### src/verilog/ssm_defs.vh
`ifndef SSM_DEFS_VH
`define SSM_DEFS_VH

// Register byte offsets
`define SSM_REG_STOP_SEL   5'h00
`define SSM_REG_ESTOP_TQ   5'h04
`define SSM_REG_CTRL_MODE  5'h08
`define SSM_REG_ACTIVE     5'h0c
`define SSM_REG_STATUS     5'h10

// Stop selector fields in STOP_SEL and ACTIVE
`define SSM_MAINOFF_LSB    0
`define SSM_SERVOOFF_LSB   4
`define SSM_ALARM_LSB      8
`define SSM_OVERTRAVEL_LSB 12
`define SSM_SEL_W          4

// Reset values
`define SSM_STOP_SEL_RST   16'h0000
`define SSM_ESTOP_TQ_RST   10'h000
`define SSM_CTRL_MODE_RST  3'h0

// Selector codes
`define SSM_SEL_ESTOP_BRK  4'h8
`define SSM_SEL_ESTOP_FREE 4'h9
`define SSM_SEL_HOLD_LO    4'h4
`define SSM_SEL_HOLD_HI    4'h7
`define SSM_OT_FREE        4'h1
`define SSM_OT_ESTOP       4'h2

// Control mode codes
`define SSM_MODE_POS       3'h0
`define SSM_MODE_VEL       3'h1
`define SSM_MODE_TRQ       3'h2
`define SSM_MODE_POS_VEL   3'h3
`define SSM_MODE_POS_TRQ   3'h4
`define SSM_MODE_VEL_TRQ   3'h5
`define SSM_MODE_FULL      3'h6

// Active control loop codes
`define SSM_LOOP_POS       2'h0
`define SSM_LOOP_VEL       2'h1
`define SSM_LOOP_TRQ       2'h2
`define SSM_LOOP_FULL      2'h3

// Mode switch quiet time: 10 ms of 50 ns cycles
`define SSM_SETTLE_CYC     18'h30d40

`endif

### src/verilog/ssm_top.v
// How it works
// RL1 - Power-off selector: bit0 free-run while decelerating, bit1 free-run after standstill.
// RL2 - Servo-off uses its own selector with the same brake and free-run decode.
// RL3 - Selector 0-3, 8, 9 clears the deviation counter; 4-7 holds it.
// RL4 - Selector 8 or 9 gives emergency stop; afterwards brake for 8, free-run for 9.
// RL5 - During emergency stop torque is limited to the emergency torque limit.
// RL6 - Alarm selector 4-7: immediate-stop protections do operation A, others B.
// RL7 - Over-travel with selector 2 limits deceleration torque to emergency limit.
// RL8 - Changed selectors take effect only at the next control power-up.
// RL9 - Control mode 0 pos, 1 vel, 2 torque, 6 full-closed, 3/4/5 combined.
// RL10 - Combined modes: switch input on picks first mode, off picks second.
// RL11 - Host gives no motion command within 10 ms of a mode switch.
// RL12 - Short brake stays on whenever control power is absent.
// RL13 - Negative and positive travel inhibit inputs start the over-travel stop.
// RL14 - Never brake while drive torque is on; change only across a dead cycle.
//
// Added by the designer: register access over Avalon-MM and the register offsets.
`include "ssm_defs.vh"

module ssm_top #(
  parameter [17:0] SETTLE_CYC = `SSM_SETTLE_CYC
) (
  input  wire        clk,
  input  wire        nrst,
  input  wire [4:0]  avs_address,
  input  wire        avs_read,
  input  wire        avs_write,
  input  wire [31:0] avs_writedata,
  input  wire [3:0]  avs_byteenable,
  output reg  [31:0] avs_readdata,
  output reg         avs_waitrequest,
  input  wire        ctrl_pwr_on,
  input  wire        main_pwr_on,
  input  wire        servo_enable_in,
  input  wire        prot_trip,
  input  wire        prot_immediate,
  input  wire        neg_travel_inhibit,
  input  wire        pos_travel_inhibit,
  input  wire        motor_stopped,
  input  wire        mode_switch_in,
  output reg         short_brake,
  output reg         free_run,
  output reg         drive_en,
  output reg         estop_active,
  output reg         torque_lim_en,
  output reg  [9:0]  torque_limit,
  output reg         dev_clear,
  output reg         dev_hold,
  output reg  [1:0]  ctrl_loop,
  output reg         mode_settling
);

  // One-hot stop phases: running, decelerating, at standstill
  localparam [2:0] ST_RUN  = 3'h1;
  localparam [2:0] ST_DEC  = 3'h2;
  localparam [2:0] ST_STOP = 3'h4;

  // Decoded stop behaviour: {estop, free_dec, free_aft, hold}
  // Codes 10 to 15 fall back to braking with the counter cleared
  function [3:0] sel_dec;
    input [3:0] sel;
    reg         is_estop;
    begin
      is_estop = (sel == `SSM_SEL_ESTOP_BRK) || (sel == `SSM_SEL_ESTOP_FREE); // RL4
      sel_dec = {is_estop,
                 ~sel[3] & sel[0],                                             // RL1
                 sel[3] ? (sel == `SSM_SEL_ESTOP_FREE) : sel[1],               // RL4
                 (sel >= `SSM_SEL_HOLD_LO) && (sel <= `SSM_SEL_HOLD_HI)};      // RL3
    end
  endfunction

  ////////////////////////////////////////////////////////////////////////////
  // Reset release
  // Assert at once, let go on a clock edge so no flop sees half a reset
  reg rst_meta_q;
  reg rst_sync_q;
  always @(posedge clk or negedge nrst) begin
    if (!nrst) begin
      rst_meta_q <= 1'b0;
      rst_sync_q <= 1'b0;
    end else begin
      rst_meta_q <= 1'b1;
      rst_sync_q <= rst_meta_q;
    end
  end
  wire rst_n = rst_sync_q;

  ////////////////////////////////////////////////////////////////////////////
  // Avalon-MM slave
  reg  [15:0] stop_sel_q;
  reg  [9:0]  estop_tq_q;
  reg  [2:0]  ctrl_mode_q;
  reg  [15:0] act_sel_q;
  reg  [9:0]  act_tq_q;
  reg  [2:0]  act_mode_q;
  reg  [2:0]  state_q;
  reg  [31:0] rdata_d;
  wire [31:0] be_mask = {{8{avs_byteenable[3]}}, {8{avs_byteenable[2]}},
                         {8{avs_byteenable[1]}}, {8{avs_byteenable[0]}}};
  wire        req     = avs_read | avs_write;
  wire        accept  = req & ~avs_waitrequest;
  wire        wr_now  = accept & avs_write;

  // One wait cycle, then the answer; read data are registered with it
  // Trades one cycle per access for a registered read path
  always @(posedge clk or negedge rst_n) begin
    if (!rst_n) begin
      avs_waitrequest <= 1'b1;
      avs_readdata    <= 32'h0000_0000;
    end else begin
      avs_waitrequest <= ~(req & avs_waitrequest);
      if (req & avs_waitrequest & avs_read) begin
        avs_readdata <= rdata_d;
      end
    end
  end

  always @* begin
    // Unmapped offsets read as zero
    rdata_d = 32'h0000_0000;
    if (avs_address == `SSM_REG_STOP_SEL) begin
      rdata_d[15:0] = stop_sel_q;
    end else if (avs_address == `SSM_REG_ESTOP_TQ) begin
      rdata_d[9:0] = estop_tq_q;
    end else if (avs_address == `SSM_REG_CTRL_MODE) begin
      rdata_d[2:0] = ctrl_mode_q;
    end else if (avs_address == `SSM_REG_ACTIVE) begin
      rdata_d = {3'h0, act_mode_q, act_tq_q, act_sel_q};
    end else if (avs_address == `SSM_REG_STATUS) begin
      rdata_d = {19'h00000, mode_settling, ctrl_loop, dev_hold, dev_clear,
                 torque_lim_en, estop_active, drive_en, free_run,
                 short_brake, state_q};
    end
  end

  // Pending settings; unmapped and read-only writes are dropped
  wire [31:0] wmask = be_mask & avs_writedata;
  always @(posedge clk or negedge rst_n) begin
    if (!rst_n) begin
      stop_sel_q  <= `SSM_STOP_SEL_RST;
      estop_tq_q  <= `SSM_ESTOP_TQ_RST;
      ctrl_mode_q <= `SSM_CTRL_MODE_RST;
    end else if (wr_now) begin
      if (avs_address == `SSM_REG_STOP_SEL) begin
        stop_sel_q <= (stop_sel_q & ~be_mask[15:0]) | wmask[15:0];
      end else if (avs_address == `SSM_REG_ESTOP_TQ) begin
        estop_tq_q <= (estop_tq_q & ~be_mask[9:0]) | wmask[9:0];
      end else if (avs_address == `SSM_REG_CTRL_MODE) begin
        ctrl_mode_q <= (ctrl_mode_q & ~be_mask[2:0]) | wmask[2:0];
      end
    end
  end

  ////////////////////////////////////////////////////////////////////////////
  // Settings in force: loaded at control power-up only
  // Pending flag covers a supply already up when reset lets go
  reg ctrl_pwr_q;
  reg load_pend_q;
  always @(posedge clk or negedge rst_n) begin
    if (!rst_n) begin
      ctrl_pwr_q  <= 1'b0;
      load_pend_q <= 1'b1;
      act_sel_q   <= `SSM_STOP_SEL_RST;
      act_tq_q    <= `SSM_ESTOP_TQ_RST;
      act_mode_q  <= `SSM_CTRL_MODE_RST;
    end else begin
      ctrl_pwr_q <= ctrl_pwr_on;
      // A rising control supply, or one already up when reset lets go, is when new settings apply
      if ((ctrl_pwr_on & ~ctrl_pwr_q) | (load_pend_q & ctrl_pwr_on)) begin // RL8
        act_sel_q   <= stop_sel_q;
        act_tq_q    <= estop_tq_q;
        act_mode_q  <= ctrl_mode_q;
        load_pend_q <= 1'b0;
      end
    end
  end

  wire [3:0] main_sel  = act_sel_q[`SSM_MAINOFF_LSB +: `SSM_SEL_W];
  wire [3:0] servo_sel = act_sel_q[`SSM_SERVOOFF_LSB +: `SSM_SEL_W];
  wire [3:0] alarm_sel = act_sel_q[`SSM_ALARM_LSB +: `SSM_SEL_W];
  wire [3:0] ot_sel    = act_sel_q[`SSM_OVERTRAVEL_LSB +: `SSM_SEL_W];

  ////////////////////////////////////////////////////////////////////////////
  // Stop cause selection, highest priority first
  // Only the first cause is latched; later ones wait for the next run
  wire       travel_inh = neg_travel_inhibit | pos_travel_inhibit; // RL13
  wire       any_cause  = ~main_pwr_on | prot_trip | ~servo_enable_in | travel_inh;
  reg  [3:0] cause_d;
  reg        ot_d;
  reg        ot_lim_d;
  always @* begin
    cause_d  = 4'h0;
    ot_d     = 1'b0;
    ot_lim_d = 1'b0;
    if (!main_pwr_on) begin
      cause_d = sel_dec(main_sel);                                   // RL1
    end else if (prot_trip) begin
      cause_d = sel_dec(alarm_sel);                                  // RL6
      // Operation A: immediate-capable protections stop under torque control
      if (prot_immediate && cause_d[0]) begin                        // RL6
        cause_d[3] = 1'b1;
      end
    end else if (!servo_enable_in) begin
      cause_d = sel_dec(servo_sel);                                  // RL2
    end else if (travel_inh) begin
      // Over-travel keeps torque after standstill so the axis can back out
      ot_d       = 1'b1;                                             // RL13
      ot_lim_d   = (ot_sel == `SSM_OT_ESTOP);                        // RL7
      cause_d    = {1'b0, ot_sel == `SSM_OT_FREE, 1'b0, 1'b1};
    end
  end

  ////////////////////////////////////////////////////////////////////////////
  // Stop sequence
  // A cause gone during deceleration still runs the stop to standstill
  reg [3:0] cause_q;
  reg       ot_q;
  reg       ot_lim_q;
  always @(posedge clk or negedge rst_n) begin
    if (!rst_n) begin
      state_q  <= ST_RUN;
      cause_q  <= 4'h0;
      ot_q     <= 1'b0;
      ot_lim_q <= 1'b0;
    end else begin
      case (state_q)
        ST_RUN: begin
          if (any_cause) begin
            state_q  <= ST_DEC;
            cause_q  <= cause_d;
            ot_q     <= ot_d;
            ot_lim_q <= ot_lim_d;
          end
        end
        ST_DEC: begin
          if (motor_stopped) begin
            state_q <= ST_STOP;
          end
        end
        ST_STOP: begin
          if (!any_cause) begin
            state_q <= ST_RUN;
          end
        end
        default: begin
          state_q <= ST_RUN;
        end
      endcase
    end
  end

  // Wanted drive state before the dead-time interlock
  reg want_drive;
  reg want_brake;
  reg want_lim;
  always @* begin
    want_drive = 1'b0;
    want_brake = 1'b0;
    want_lim   = 1'b0;
    // Missing control supply overrides every selector
    if (!ctrl_pwr_on) begin
      want_brake = 1'b1;                                             // RL12
    end else if (state_q == ST_RUN) begin
      want_drive = 1'b1;
    end else if (state_q == ST_DEC) begin
      if (cause_q[3] | ot_lim_q) begin
        want_drive = 1'b1;                                           // RL4
        want_lim   = 1'b1;                                           // RL5
      end else begin
        want_brake = ~cause_q[2];                                    // RL1
      end
    end else if (ot_q) begin
      want_drive = 1'b1;
    end else begin
      want_brake = ~cause_q[1];                                      // RL1
    end
  end

  // Break before make: each side waits for the other to be off
  // Costs one coasting cycle per hand-over, never both paths on
  always @(posedge clk or negedge rst_n) begin
    if (!rst_n) begin
      short_brake   <= 1'b1;
      drive_en      <= 1'b0;
      free_run      <= 1'b0;
      estop_active  <= 1'b0;
      torque_lim_en <= 1'b0;
      torque_limit  <= `SSM_ESTOP_TQ_RST;
      dev_clear     <= 1'b0;
      dev_hold      <= 1'b0;
    end else begin
      short_brake   <= want_brake & ~drive_en;                       // RL14
      drive_en      <= want_drive & ~short_brake & ~want_brake;      // RL14
      free_run      <= ~want_brake & ~want_drive;
      estop_active  <= want_lim & ~ot_lim_q;                         // RL4
      torque_lim_en <= want_lim;                                     // RL7
      torque_limit  <= act_tq_q;                                     // RL5
      dev_clear     <= (state_q != ST_RUN) & ~cause_q[0];            // RL3
      dev_hold      <= (state_q != ST_RUN) & cause_q[0];             // RL3
    end
  end

  ////////////////////////////////////////////////////////////////////////////
  // Control mode decode
  // Mode 7 is unused and falls back to position control
  reg [1:0] loop_d;
  wire      combo = (act_mode_q == `SSM_MODE_POS_VEL) || (act_mode_q == `SSM_MODE_POS_TRQ) ||
                    (act_mode_q == `SSM_MODE_VEL_TRQ);
  always @* begin
    loop_d = `SSM_LOOP_POS;
    case (act_mode_q)                                                // RL9
      `SSM_MODE_VEL:     loop_d = `SSM_LOOP_VEL;
      `SSM_MODE_TRQ:     loop_d = `SSM_LOOP_TRQ;
      `SSM_MODE_FULL:    loop_d = `SSM_LOOP_FULL;
      `SSM_MODE_POS_VEL: loop_d = mode_switch_in ? `SSM_LOOP_POS : `SSM_LOOP_VEL; // RL10
      `SSM_MODE_POS_TRQ: loop_d = mode_switch_in ? `SSM_LOOP_POS : `SSM_LOOP_TRQ; // RL10
      `SSM_MODE_VEL_TRQ: loop_d = mode_switch_in ? `SSM_LOOP_VEL : `SSM_LOOP_TRQ; // RL10
      default:           loop_d = `SSM_LOOP_POS;
    endcase
  end

  // Quiet window flag after a switch; the host must hold commands off
  // A bouncing switch input restarts the count and stretches the flag
  reg        mode_sw_q;
  reg [17:0] settle_q;
  always @(posedge clk or negedge rst_n) begin
    if (!rst_n) begin
      mode_sw_q     <= 1'b0;
      settle_q      <= 18'h00000;
      ctrl_loop     <= `SSM_LOOP_POS;
      mode_settling <= 1'b0;
    end else begin
      mode_sw_q <= mode_switch_in;
      ctrl_loop <= loop_d;
      if (combo && (mode_switch_in != mode_sw_q)) begin
        settle_q      <= SETTLE_CYC;                                 // RL11
        mode_settling <= 1'b1;
      end else if (settle_q != 18'h00000) begin
        settle_q      <= settle_q - 18'h00001;
        mode_settling <= (settle_q != 18'h00001);
      end else begin
        mode_settling <= 1'b0;
      end
    end
  end

endmodule // ssm_top

### config.mk
export PLATFORM = sky130hd
export DESIGN_NAME = ssm_top
export DESIGN_NICKNAME = d
export VERILOG_FILES = /design/src/verilog/ssm_top.v
export VERILOG_INCLUDE_DIRS = /design/src /design/src/verilog
export SDC_FILE = /design/constraint.sdc
export NUM_CORES = 1
export LEC_CHECK = 0
export BUFFER_PORTS_ARGS = -buffer_cell sky130_fd_sc_hd__buf_2
export CAP_MARGIN = 30
export CORE_MARGIN = 2
export CORE_UTILIZATION = 45
export DETAILED_ROUTE_END_ITERATION = 10
export PLACE_DENSITY = 0.71
export SYNTH_ARGS = -nofsm -noshare
export SYNTH_HDL_FRONTEND = slang
export SYNTH_SLANG_ARGS = --single-unit
### constraint.sdc
create_clock -name clk -period 4.9 [get_ports clk]
set_clock_uncertainty 0.15 [all_clocks]
set_input_delay 0.98 -clock clk [delete_from_list [all_inputs] [get_ports clk]]
set_output_delay 0.98 -clock clk [all_outputs]
set_load 0.01 [all_outputs]
==> results.yml <==
run_status:
  run_status: "completed"
worst_setup_path:
  timing.critical_path.buf_inv: 2
  r2r_setup_slack_ns: 2.51
  crit_path_start_kind: "primary input"
  cp_slowest_cell: "nor2_2"
  worstPathArrival_ns: 2.67
  cp.required_ns: 5.10
  critPathMaxStageDelay_ns: 0.59
  crit_family: "simple AND/OR/NAND/NOR gates"
  r2r-end: "settle_q[12]"
  cp_max_fo: 21
  r2r_start: "settle_q[0]"
  crit_chain: "buf_2, nand2_1, nor2_2, buf_4, nand3_1, nand2_1"
  crit_path_end_kind: "register"
  path_common_cell: "nand2_1"
  reg2reg_depth: 6
  critPathKind: "in2reg"
routing:
  ant_nets: 0
  wl_per_cell_um: 17.9
  vias: 4706
  drt_iter0_drc: 413
  viasPerCell: 5.66
  first_pass_iters: 5
  routed_wl_um: 14900
  drc_errors: 0
cts:
  clk_latency_ns: 0.41
  clk_pin_slew_worst_paths_ns: 0.05
  cts_tree: "done"
  numCtsBuffers: 17
  clock-sinks: 140
  cts_buffer_depth: 2
  cts-root-buf: "clkbuf_16"
  htreeDepth: 4
  cts_setup_buffers: 0
  ctsResizeCount: 0
  ctsHoldBuffers: 0
grt:
  top_usage_layer: "met2"
  grt_use_met3_pct: 4.12
  grt_start_max_net_pins: 57
  grt_usage_pct: 21.4
  antenna_found_initial: 0
  grt_remaining_overflow: 0
  use_met1_pct: 31.0
  grtUsageMet2_pct: 32.1
  grt_pass1_wl_um: 24200
  grt_pass1_vias: 4601
logic_synthesis:
  synthTopCellsByCount: "dfrtp_1, nand2_1, mux2_2, o21ai_0, nor2_1"
  synth_seq_cells: 140
  syn_avg_cell_area_sq_um: 11.3
  synth_top_family_by_area: "simple AND/OR/NAND/NOR gates"
  async_flop_share_pct: 100
  yosysSeqAreaShare_pct: 56.4
  yosys_warnings: 0
  synth_mux_area_share_pct: 10.7
  yosys.cell_count.top_type: "dfrtp_1"
  synth_ff_type: "dfrtp_1"
  synthTopCellsByArea: "dfrtp_1, mux2_2, nand2_1"
  synthesis.area_sq_um: 6220
  yosys.area_share.xor_xnor_pct: 0.141
  synth_top_area_cell: "dfrtp_1"
  synth_edf_count: 0
  synthSimpleGateAreaFrac_pct: 16.3
  yosysUniqueCellTypes: 66
  netlist_instances: 552
  synth_top_area_share_pct: 54.8
  synth_compound_area_share_pct: 12.7
  synth_fa_ha_area_share_pct: 0.403
floorplan:
  start_util_pct: 46.6
  ios: 107
  die_x_um: 122
  rows: 42
  die_area_sq_um: 14800
  die_h_um: 122
  fp.coreArea_sq_um: 13300
place:
  place_congestion: 0.831
  port_buffers: 85
  dp_slack_ns: 2.06
  hpwl_um: 10300
sta:
  setup_viol: 0
  tightest_slew_ns: 0.818
  final-hold-violation-count: 0
  layout_setup_ws_ns: 2.43
  slew_viol_final: 0
  setup_tns_ns: 0
  rsz0062_at_grt: "false"
  layout_min_cycle_time_ns: 2.47
  slew-limit-headroom_pct: 45.0
  fmax_ghz: 0.405
  final.period_utilization_pct: 50.3
power:
  seqPwrFrac_pct: 44.0
  p_leak_uw: 0.00361
  sw_frac_of_total_pct: 27.4
  powerDensity_nw_per_um2: 462
  switchingPower_uw: 946
  ir_drop_v: 0.000230
  clockPowerShare_pct: 39.7
  p_comb_share_pct: 16.3
  intPower_uw: 2510
min_path:
  hp-class: "in2async"
layout:
  finalNetCount: 698
  diodes: 0
  drive_gt1_share_pct: 29.5
  syn_to_final_growth_pct: 20.2
job:
  drv_cap: 0
metal layers:
metal | vias to the layer above | part of all wire [%]
met2 | 145 | 46
met4 | 0 | 1.7
met1 | 2367 | 47
met3 | 22 | 5.6
met5 | - | 0
li1 | 2172 | -
stage by stage:
step | utilization [%] | hold WS [ns] | power [uW] | cells | instance area [sq um]
4_1_cts | 56.0 | 0.176 | 3470 | 831 | 7470
5_1_grt | 56.0 | 0.180 | 3630 | 831 | 7470
6_report | 56.0 | 0.195 | 3450 | 831 | 7470
3_5_place_dp | 51.2 | 0.197 | 2090 | 799 | 6830
2_1_floorplan | - | 0.181 | 1890 | 554 | 6220
3_3_place_gp | 50.9 | 0.188 | 2060 | 797 | 6790
layout by cell type (no fill, tap or decap), types with 4 or more instances in the layout:
cell	count
clkbuf_1	4
nor2_1	31
and3b_1	4
and3_1	7
bufinv_16	4
nand2b_1	8
o21ai_0	42
a21oi_1	19
nor2b_1	5
buf_2	85
inv_1	18
nor3b_1	6
nand2_1	63
conb_1	4
mux2_2	52
nand3_1	23
clkbuf_16	17
buf_4	6
dfrtp_1	135
nor3_1	5
a221oi_1	9
a211oi_1	5
mux2i_1	8
clkbuf_8	5
nand3b_1	6
dfstp_2	4
power groups by stage:
stage	Clock (uW)	Sequential (uW)	Combinational (uW)
after floorplan	0	1510	382
after global placement	0	1520	534
final	1370	1520	562
after detailed placement	0	1530	562
after CTS	1390	1520	565
after global routing	1450	1540	635
cell families after synthesis:
group / after synthesis
buf+inv: 42
simple gates: 187
flops: 140
fa+ha+maj: 2
compound gates: 118
other cells: 2
mux: 60
xor+xnor: 1
worst max-delay path by stage:
stage                   startpoint                         end  depth (start not counted)
floorplan                    rst_n  asynchronous set/reset pin                          0
global placement    avs_address[2]            avs_readdata[17]                          6
detailed placement  avs_address[2]            avs_readdata[25]                          6
CTS                 avs_address[2]            avs_readdata[28]                          6
global route        avs_address[2]            avs_readdata[28]                          6
finish              avs_address[2]            avs_readdata[28]                          6
area by class of cell:
class	count	area [sq um]
fillers	1152	5880
flip-flops and latches	140	3510
multi-input cells	372	2520
clock buffers	26	509
repair buffers	93	509
well taps	176	220
clock inverters	6	130
inverters	18	67.6
(Power assumes the default switching activity.)
